**src/logic/scs_pkg.sv**
```systemverilog
// constants and types of the conversion sequencer
package scs_pkg;
  localparam int unsigned NBITS = 18;
  localparam logic [17:0] CODE_MID = 18'h20000;
  localparam logic [17:0] CODE_MAX_SB = 18'h3ffff;
  localparam logic [17:0] CODE_MIN_SB = 18'h00000;
  localparam logic [17:0] CODE_MAX_TC = 18'h1ffff;
  localparam logic [17:0] CODE_MIN_TC = 18'h20000;
  localparam int unsigned CLK_MHZ = 20;
  localparam int unsigned IDLE_LIMIT_US = 1000;
  localparam int unsigned IDLE_LIMIT_CYC = IDLE_LIMIT_US * CLK_MHZ;
  localparam logic [1:0] MODE_WARP = 2'h0;
  localparam logic [1:0] MODE_NORMAL = 2'h1;
  localparam logic [1:0] MODE_IMPULSE = 2'h2;
  localparam logic [2:0] ACQ_WARP = 3'h2;
  localparam logic [2:0] ACQ_NORMAL = 3'h3;
  localparam logic [2:0] ACQ_IMPULSE = 3'h5;
  localparam logic [7:0] A_CTRL = 8'h00;
  localparam logic [7:0] A_STATUS = 8'h04;
  localparam logic [7:0] A_RESULT = 8'h08;
  localparam logic [7:0] A_RAW = 8'h0c;
  localparam int unsigned C_MODE_LSB = 0;
  localparam int unsigned C_PAR18 = 2;
  localparam int unsigned C_PD = 3;
  localparam logic [31:0] CTRL_RST = 32'h0000_0001;
  typedef enum logic [4:0] {
    ST_ACQ   = 5'b00001,
    ST_OPEN  = 5'b00010,
    ST_GND   = 5'b00100,
    ST_TRIAL = 5'b01000,
    ST_CODE  = 5'b10000
  } scs_state_e;
endpackage

```
**src/logic/scs_sar_if.sv**
```systemverilog
// sar search core link between sequencer and search engine
`timescale 1ns/1ns
interface scs_sar_if;
  logic        start;
  logic        comp_hi;
  logic        done;
  logic [17:0] trial;
  logic [17:0] result;
  modport seq (output start, output comp_hi, input done, input trial, input result);
  modport eng (input start, input comp_hi, output done, output trial, output result);
endinterface

```
**src/logic/scs_sar_engine.sv**
```systemverilog
// bit-by-bit successive approximation search
`timescale 1ns/1ns
module scs_sar_engine (
  input  wire logic hclk,
  input  wire logic hresetn,
  scs_sar_if.eng    sar
);
  logic [17:0] trial_q;
  logic [17:0] bit_q;
  logic        busy_q;
  logic        done_q;

  assign sar.trial  = trial_q;
  assign sar.result = trial_q;
  assign sar.done   = done_q;

  // msb first search
  always_ff @(posedge hclk or negedge hresetn) begin
    if (!hresetn) begin
      trial_q <= 18'h00000;
      bit_q   <= 18'h00000;
      busy_q  <= 1'b0;
      done_q  <= 1'b0;
    end else begin
      done_q <= 1'b0;
      if (sar.start) begin
        trial_q <= scs_pkg::CODE_MID;
        bit_q   <= scs_pkg::CODE_MID;
        busy_q  <= 1'b1;
      end else if (busy_q) begin
        if (!sar.comp_hi)
          trial_q <= (trial_q & ~bit_q) | (bit_q >> 1);
        else
          trial_q <= trial_q | (bit_q >> 1);
        bit_q <= bit_q >> 1;
        if (bit_q == 18'h00001) begin
          busy_q <= 1'b0;
          done_q <= 1'b1;
        end
      end
    end
  end
endmodule

```
**src/logic/scs_sequencer.sv**
```systemverilog
// conversion sequencer top with ahb-lite registers
//
// Added by the designer: the register addresses and register access over AHB-Lite.
`timescale 1ns/1ns
// Notes on behaviour
// falling start after acquisition begins conversion
// open sample switches, then ground arrays
// test 18 weighted bits, msb first
// form code, then drop busy
// result belongs to current sample
// warp mode fastest, 1 ms accuracy window
// host discards stale warp results
// normal mode, no interval limit
// impulse mode powers down between conversions
// coding select ignored in 18-bit parallel
// midscale 20000 binary, 00000 twos
// overrange saturates at maximum code
// underrange saturates at minimum code
// result held in output register
// coding select high means straight binary
// busy high through whole conversion
module scs_sequencer (
  input  wire logic        hclk,
  input  wire logic        hresetn,
  input  wire logic        hsel,
  input  wire logic [31:0] haddr,
  input  wire logic [1:0]  htrans,
  input  wire logic        hwrite,
  input  wire logic [2:0]  hsize,
  input  wire logic [31:0] hwdata,
  input  wire logic        hready,
  output logic      [31:0] hrdata,
  output logic             hreadyout,
  output logic             hresp,
  input  wire logic        conversion_start_n,
  input  wire logic        coding_select,
  input  wire logic        comparator_hi,
  input  wire logic        overrange,
  input  wire logic        underrange,
  output logic             busy,
  output logic             sample_switch_pos,
  output logic             sample_switch_neg,
  output logic             array_to_input,
  output logic             array_to_reference_ground,
  output logic      [17:0] cap_switch,
  output logic             low_power,
  output logic      [17:0] data_out,
  output logic             stale_result
);
  scs_sar_if sar ();
  scs_sar_engine u_eng (
    .hclk    (hclk),
    .hresetn (hresetn),
    .sar     (sar)
  );

  scs_pkg::scs_state_e state_q;
  logic [2:0]  cnt_q;
  logic [1:0]  cnv_sync_q;
  logic [1:0]  cmp_sync_q;
  logic [1:0]  cs_sync_q;
  logic [1:0]  ov_sync_q;
  logic [1:0]  un_sync_q;
  logic        cnv_prev_q;
  logic [31:0] ctrl_q;
  logic [17:0] raw_q;
  logic [17:0] result_q;
  logic [31:0] idle_q;
  logic        stale_q;
  logic        aph_q;
  logic        wr_q;
  logic [7:0]  addr_q;
  logic        cnv_fall;
  logic        acq_done;
  logic [2:0]  acq_len;
  logic [1:0]  mode;
  logic        idle_long;
  logic        twos;
  logic [17:0] code_d;

  always_ff @(posedge hclk or negedge hresetn) begin
    if (!hresetn) begin
      cnv_sync_q <= 2'h3;
      cmp_sync_q <= 2'h0;
      cs_sync_q  <= 2'h3;
      ov_sync_q  <= 2'h0;
      un_sync_q  <= 2'h0;
      cnv_prev_q <= 1'b1;
    end else begin
      cnv_sync_q <= {cnv_sync_q[0], conversion_start_n};
      cmp_sync_q <= {cmp_sync_q[0], comparator_hi};
      cs_sync_q  <= {cs_sync_q[0], coding_select};
      ov_sync_q  <= {ov_sync_q[0], overrange};
      un_sync_q  <= {un_sync_q[0], underrange};
      cnv_prev_q <= cnv_sync_q[1];
    end
  end

  assign cnv_fall = cnv_prev_q & ~cnv_sync_q[1];
  assign mode     = ctrl_q[scs_pkg::C_MODE_LSB +: 2];
  assign acq_len  = (mode == scs_pkg::MODE_WARP)   ? scs_pkg::ACQ_WARP :
                    (mode == scs_pkg::MODE_NORMAL) ? scs_pkg::ACQ_NORMAL :
                    scs_pkg::ACQ_IMPULSE;
  assign acq_done = (cnt_q >= acq_len);
  assign idle_long = (idle_q >= 32'(scs_pkg::IDLE_LIMIT_CYC));

  // start only once acquisition done
  always_ff @(posedge hclk or negedge hresetn) begin
    if (!hresetn) begin
      state_q <= scs_pkg::ST_ACQ;
      cnt_q   <= 3'h0;
    end else begin
      case (state_q)
        scs_pkg::ST_ACQ: begin
          if (!acq_done)
            cnt_q <= cnt_q + 3'h1;
          if (acq_done && cnv_fall) begin
            state_q <= scs_pkg::ST_OPEN;
          end
        end
        // switches open first
        scs_pkg::ST_OPEN: state_q <= scs_pkg::ST_GND;
        scs_pkg::ST_GND: state_q <= scs_pkg::ST_TRIAL;
        // engine walks the bits
        scs_pkg::ST_TRIAL: begin
          if (sar.done)
            state_q <= scs_pkg::ST_CODE;
        end
        // code formed then busy drops
        scs_pkg::ST_CODE: begin
          state_q <= scs_pkg::ST_ACQ;
          cnt_q   <= 3'h0;
        end
        default: state_q <= scs_pkg::ST_ACQ;
      endcase
    end
  end

  assign sar.start   = (state_q == scs_pkg::ST_GND);
  assign sar.comp_hi = cmp_sync_q[1];

  // coding polarity, parallel forces binary
  assign twos = ~cs_sync_q[1] & ~ctrl_q[scs_pkg::C_PAR18];

  // coding and clamping
  always_comb begin
    if (ov_sync_q[1])
      code_d = twos ? scs_pkg::CODE_MAX_TC : scs_pkg::CODE_MAX_SB;
    else if (un_sync_q[1])
      code_d = twos ? scs_pkg::CODE_MIN_TC : scs_pkg::CODE_MIN_SB;
    else
      code_d = twos ? (sar.result ^ scs_pkg::CODE_MID) : sar.result;
  end

  // result of this sample held
  always_ff @(posedge hclk or negedge hresetn) begin
    if (!hresetn) begin
      result_q <= 18'h00000;
      raw_q    <= 18'h00000;
    end else if (state_q == scs_pkg::ST_TRIAL && sar.done) begin
      result_q <= code_d;
      raw_q    <= sar.result;
    end
  end

  // interval tracked in every mode, stale flag set by reset in any mode, afterwards for warp only
  always_ff @(posedge hclk or negedge hresetn) begin
    if (!hresetn) begin
      idle_q  <= 32'(scs_pkg::IDLE_LIMIT_CYC);
      stale_q <= 1'b1;
    end else begin
      if (state_q == scs_pkg::ST_OPEN) begin
        // flag for host to discard
        stale_q <= idle_long && (mode == scs_pkg::MODE_WARP);
        idle_q  <= 32'h0;
      end else if (!idle_long) begin
        idle_q <= idle_q + 32'h1;
      end
    end
  end

  // busy over whole conversion
  assign busy = (state_q != scs_pkg::ST_ACQ);
  assign sample_switch_pos = (state_q == scs_pkg::ST_ACQ);
  assign sample_switch_neg = (state_q == scs_pkg::ST_ACQ);
  assign array_to_input = (state_q == scs_pkg::ST_ACQ) || (state_q == scs_pkg::ST_OPEN);
  assign array_to_reference_ground = ~array_to_input;
  assign cap_switch = (state_q == scs_pkg::ST_TRIAL) ? sar.trial : 18'h00000;
  // impulse power down in acquisition once acq_done
  assign low_power = (mode == scs_pkg::MODE_IMPULSE) && (state_q == scs_pkg::ST_ACQ)
                     && acq_done;
  assign data_out = result_q;
  assign stale_result = stale_q;

  // ahb-lite slave, zero wait states
  always_ff @(posedge hclk or negedge hresetn) begin
    if (!hresetn) begin
      aph_q  <= 1'b0;
      wr_q   <= 1'b0;
      addr_q <= 8'h00;
    end else if (hready) begin
      aph_q  <= hsel & htrans[1];
      wr_q   <= hwrite;
      addr_q <= haddr[7:0];
    end
  end

  always_ff @(posedge hclk or negedge hresetn) begin
    if (!hresetn)
      ctrl_q <= scs_pkg::CTRL_RST;
    else if (aph_q && wr_q && addr_q == scs_pkg::A_CTRL)
      ctrl_q <= {28'h0000000, hwdata[3:0]};
  end

  always_comb begin
    hrdata = 32'h0;
    if (aph_q && !wr_q) begin
      case (addr_q)
        scs_pkg::A_CTRL:   hrdata = ctrl_q;
        scs_pkg::A_STATUS: hrdata = {27'h0, low_power, stale_q, idle_long, twos, busy};
        scs_pkg::A_RESULT: hrdata = {14'h0, result_q};
        scs_pkg::A_RAW:    hrdata = {14'h0, raw_q};
        default:           hrdata = 32'h0;
      endcase
    end
  end

  assign hreadyout = 1'b1;
  assign hresp     = 1'b0;
endmodule

```
**config.mk**
```make
export PLATFORM = sky130hd
export DESIGN_NAME = scs_sequencer
export DESIGN_NICKNAME = d
export VERILOG_FILES = /design/src/logic/scs_pkg.sv /design/src/logic/scs_sar_if.sv /design/src/logic/scs_sar_engine.sv /design/src/logic/scs_sequencer.sv
export SDC_FILE = /design/constraint.sdc
export NUM_CORES = 1
export LEC_CHECK = 0
export BUFFER_PORTS_ARGS = -buffer_cell sky130_fd_sc_hd__clkbuf_2
export CAP_MARGIN = 5
export CORE_ASPECT_RATIO = 2
export CORE_MARGIN = 2
export CORE_UTILIZATION = 35
export DETAILED_ROUTE_END_ITERATION = 10
export SLEW_MARGIN = 20
export SYNTH_ARGS = -nofsm -noshare
export SYNTH_HDL_FRONTEND = slang
export SYNTH_SLANG_ARGS = --single-unit
```
**constraint.sdc**
```tcl
create_clock -name hclk -period 3.28 [get_ports hclk]
set_clock_uncertainty 0.05 [all_clocks]
set_input_delay 0.656 -clock hclk [delete_from_list [all_inputs] [get_ports hclk]]
set_output_delay 0.656 -clock hclk [all_outputs]
set_load 0.01 [all_outputs]
```
After elaboration in Yosys (flattened, before gate mapping)
Index checks and enable logic that the tools add are counted.

cells by class
  $add $sub $neg = 2
  magnitude comparators = 2
  eq/ne operators = 16
  mux-type cells = 28
  bitwise logic cells = 12
  reductions and logical operators = 16

operators by type and width
  cell                                                                 number
  2-to-1 mux 18 bit                                                    11
  2-to-1 mux 32 bit                                                    3
  one-hot mux 18 bit (4 select lines)                                  1
  OR 18 x 17 -> 18 bit                                                 2
  adder 32 x 1 -> 32 bit, second input constant                        1
  greater-or-equal comparator 32 x 15 -> 1 bit, second input constant  1
  one-hot mux 5 bit (4 select lines)                                   1
  AND 18 bit                                                           1
  == test 18 x 1 -> 1 bit, second input constant                       1
  NOT 18 bit                                                           1
  == test 8 x 4 -> 1 bit, second input constant                        2
  2-to-1 mux 5 bit                                                     2
  2-to-1 mux 3 bit                                                     3
  == test 8 x 3 -> 1 bit, second input constant                        1
  logical AND 1 bit                                                    8
  zero test 8 bit                                                      1
  2-to-1 mux 1 bit                                                     6
  != test 2 x 1 -> 1 bit, second input constant                        3
  one-hot mux 3 bit (2 select lines)                                   1
  == test 5 x 1 -> 1 bit, second input constant                        1
  == test 5 x 2 -> 1 bit, second input constant                        1
  == test 5 x 3 -> 1 bit, second input constant                        1
  == test 5 x 4 -> 1 bit, second input constant                        1
  == test 5 bit, second input constant                                 1
  other kinds (13)                                                     21

storage, ports and cells
  flip-flop bits (word level) = 140
  input port bits = 79
  output and inout port bits = 77
  logic and storage cells = 96

Depth between registers and ports, before layout
  word-level depth = 7
  gate-level depth with buffers = 8
  gate-level depth less buffers = 7

By module
A second synthesis with hierarchy kept.

second synthesis, totals
  cells, all modules = 624
  area total of the unflattened synthesis = 6635.1 um^2

modules (own cells, without submodules)
  module          times used  cells an instance  area an instance (um^2)  seq. area each (um^2)
  scs_sequencer   1           444                4931.0                   2568.7
  scs_sar_engine  1           180                1704.1                   950.9

Worst setup path after synthesis
OpenSTA, ideal clock, no wires.

  kind = register to output
  start point = register idle_q[19]
  end point = output hrdata[2]
  arrival = 1.859 ns
  required time = 2.574 ns
  setup slack = 0.715 ns
  stages on the path, launching flop included = 7
  buffers on the path = 1
  cells stage by stage = dfrtp_1 -> nor4_1 -> nand4_1 -> or3_1 -> buf_2 -> mux4_2 -> and2_1

on the way
  cells in the longest elaborated chain, start to end = 3

RTL lines
  what                                          line                  RTL
  start, declared                               scs_sequencer.sv:68   logic [31:0] idle_q;
  start signal, assigned                        scs_sequencer.sv:169  idle_q <= 32'(scs_pkg::IDLE_LIMIT_CYC);
  start signal, assigned                        scs_sequencer.sv:177  idle_q <= idle_q + 32'h1;
  greater-or-equal comparator 32 x 15 -> 1 bit  scs_sequencer.sv:105  assign idle_long = (idle_q >= 32'(scs_pkg::IDLE_LIMIT_CYC));
  one-hot mux 18 bit (4 select lines)           scs_sequencer.sv:218  case (addr_q)
  2-to-1 mux 32 bit                             scs_sequencer.sv:217  if (aph_q && !wr_q) begin
  end, declared                                 scs_sequencer.sv:32   output logic [31:0] hrdata,

Every way passes these cells.

Worst setup path after layout
  start point = register idle_q[28]
  end point = output hrdata[2]

Same word-level chain as after synthesis.

==> impl_metrics.py <==
metrics = {
    "clocking": {
        "root_buffer": "clkbuf_16",
        "cts_setup_buffers": 0,
        "clock-sinks": 140,
        "tritoncts": "done",
        "cts_htree_levels": 4,
        "cts_buffer_depth": 2,
        "cts.clk_slew.worst_paths_ns": 0.06,
        "clk_latency_ns": 0.42,
        "cts_made_buffers": 17,
    },
    "synth": {
        "syn_avg_cell_area_sq_um": 10.44,
        "synth_top_area_share_pct": 51.01,
        "ys_ff_latch": 140,
        "synthArstFlopShare_pct": 100.0,
        "ys_types": 44,
        "synth.area.top_cells": "dfrtp_1 (51%), nand2_1 (6.0%), mux2_2 (5.8%)",
        "syn_area_sq_mm": 0.006230,
        "yosysWarnings": 0,
        "syn_inst": 597,
        "synth-edff-count": 0,
        "ys_seq_area_share_pct": 56.50,
        "synth-main-ff-cell": "dfrtp_1",
        "yosys.area.top_type": "dfrtp_1",
    },
    "timing": {
        "slew_headroom_pct": 33.20,
        "holdWs_ns": 0.1914,
        "setup_ws_ns": 0.1319,
        "rsz0062_at_grt": "false",
        "min_period_ns": 3.148,
        "hold_violations": 0,
        "setup-tns-final_ns": 0,
        "setup_violations": 0,
        "max_freq_mhz": 317.7,
        "fin_crit_sh_pct": 95.98,
        "tightest_slew_ns": 0.9984,
        "drv_slew": 0,
    },
    "job": {
        "max_cap_violations": 0,
    },
    "place": {
        "place_area_sq_mm": 0.006810,
        "io_buffers": 83,
        "dpl.hpwl_mm": 9.172,
        "globalplace.congestion": 0.7892,
        "place_worst_setup_slack_ns": 0.4697,
        "placed_cells": 869,
    },
    "finish": {
        "fin_util_pct": 42.09,
        "multiInputGateArea_sq_mm": 0.002486,
        "mostFrequentLayoutCells": "dfrtp_1 (127), nand2_1 (98), clkbuf_2 (82), a21oi_1 (61), and2_1 (41)",
        "fin_cells": 901,
        "design_area_sq_mm": 0.007413,
        "layout.nets": 760,
        "final_common_cell": "dfrtp_1",
        "drive_above_1_share_pct": 26.45,
        "syn_to_final_growth_pct": 19.00,
        "seqCellArea_sq_mm": 0.003520,
        "fillers": 1695,
        "n_antenna_cell": 0,
    },
    "power": {
        "powerDensity_mw_per_mm2": 594.6,
        "p_total_mw": 4.408,
        "ir_drop_mv": 0.3098,
        "p_leak_nw": 3.583,
    },
    "worst_hold_path": {
        "hp-class": "primary input to async pin",
    },
    "worst_setup_path": {
        "cpPeakStageDelay_ns": 0.44,
        "cp_slowest_cell": "mux4_2",
        "reg2reg_slack_ns": 0.75,
        "worstPathRequired_ns": 2.57,
        "cp_max_fo": 3,
        "critPathKind": "flip-flop to output port",
        "cpLargestDelayFamily": "simple AND/OR/NAND/NOR gates",
        "worstSetupStartpointType": "flip-flop",
        "path_cells": "nor4_1 -> nand4_1 -> or3_4 -> mux4_2 -> and2_1 -> clkbuf_2",
        "cp.depth": 6,
        "crit_buf_inv": 1,
        "crit_arrival_ns": 2.44,
        "critPathCaptureType": "output port",
        "reg2reg_depth": 5,
    },
    "grt": {
        "grt_max_degree": 68,
        "antenna_found_initial": 0,
        "overflow": 0,
        "grt_pass1_wl_mm": 22.77,
        "grt_pass1_vias": 4486,
        "grtUsageTotal_pct": 14.98,
    },
    "routing": {
        "ant_nets": 0,
        "drt-total-wl_mm": 13.62,
        "dr.pass1.iters": 4,
        "drt-wirelength-per-cell_um": 15.11,
        "vias_per_cell": 4.994,
        "drtIter0Drc": 215,
        "route.vias.total": 4500,
        "drc": 0,
    },
    "die": {
        "start_util_pct": 35.37,
        "core_sq_mm": 0.01761,
        "dieArea_sq_mm": 0.01895,
        "fp.dieW_um": 98.34,
        "die_y_um": 192.7,
        "rows": 69,
        "io_pins": 156,
    },
    "status": {
        "status": "finished clean",
    },
}
## cell type report
cell class                      count  share of cell area, %
Clock buffer                       22                  6.667
Clock inverter                     10                  1.198
Inverter                           13                 0.6582
Multi-Input combinational cell    410                  33.54
Sequential cell                   140                  47.48
Tap cell                          213                  3.595
Timing Repair Buffer               93                  6.869
## synth_stat cells (all sizes together) (2+ instances only)
cell / count
a22o: 2
or3: 10
mux4: 4
mux2: 32
and2: 41
nor3: 2
a21oi: 61
a21o: 5
or4: 3
dfstp: 13
nand4: 3
dfrtp: 127
ha: 6
a211oi: 2
clkbuf: 24
conb: 2
o21ai: 28
xnor2: 4
inv: 12
nand3: 11
nand2: 100
nor4: 11
nor3b: 2
and3: 6
o31ai: 2
nor2: 29
mux2i: 15
nor4b: 3
nand2b: 2
and4: 2
buf: 24
## power breakdown
group          internal [mW]  switching [mW]  total, mW
logic                  0.244           0.338      0.582
clock network           1.14           0.726       1.86
registers               1.85           0.113       1.96
## metal layers
layer	up-vias	GRT usage (%)	routed length, um
met3	16	3.368	755
met2	112	23.18	6394
met4	0	4.689	164
met1	2215	21.01	6303
li1	2157	-	-
met5	-	0	0
## cell families after synthesis
group,share of synthesized area (%)
XOR/XNOR,0.7029
buffers and inverters,4.800
AND/OR/NAND/NOR,18.14
AO/OA/AOI/OAI,8.897
adder cells (fa/ha/maj),1.205
multiplexers,9.641
flip-flops,56.50
other,0.1206
## timing repair
item | CTS | global route
hold buffers | 0 | 0
resized for setup | 0 | 4
endpoints found under the setup margin | 0 | 14
## flip-flops by register name (all words and copies together) (netlist names)
name              flops
wr_q                  1
idle_q               32
cnv_prev_q            1
aph_q                 1
cs_sync_q             2
data_out             18
raw_q                18
ov_sync_q             2
state_q               5
u_eng.busy_q          1
cnv_sync_q            2
cmp_sync_q            2
ctrl_q                4
addr_q                8
u_eng.bit_q          18
stale_result          1
u_eng.sar.result     18
cnt_q                 3
u_eng.sar.done        1
un_sync_q             2
## final timing paths
path / start / endpoint
min reg2reg: un_sync_q[0]$_DFF_PN0_ / un_sync_q[1]$_DFF_PN0_
max: idle_q[28]$_DFFE_PN0P_ / hrdata[2]
max reg2reg: state_q[2]$_DFFE_PN0P_ / raw_q[12]$_DFFE_PN0P_
min: hresetn / u_eng.sar.result[9]$_DFFE_PN0P_
max in group asynchronous: hresetn / cnv_sync_q[0]$_DFF_PN1_
min in group hclk: conversion_start_n / cnv_sync_q[0]$_DFF_PN1_
No activity file was read; power rests on OpenSTA's default activity.
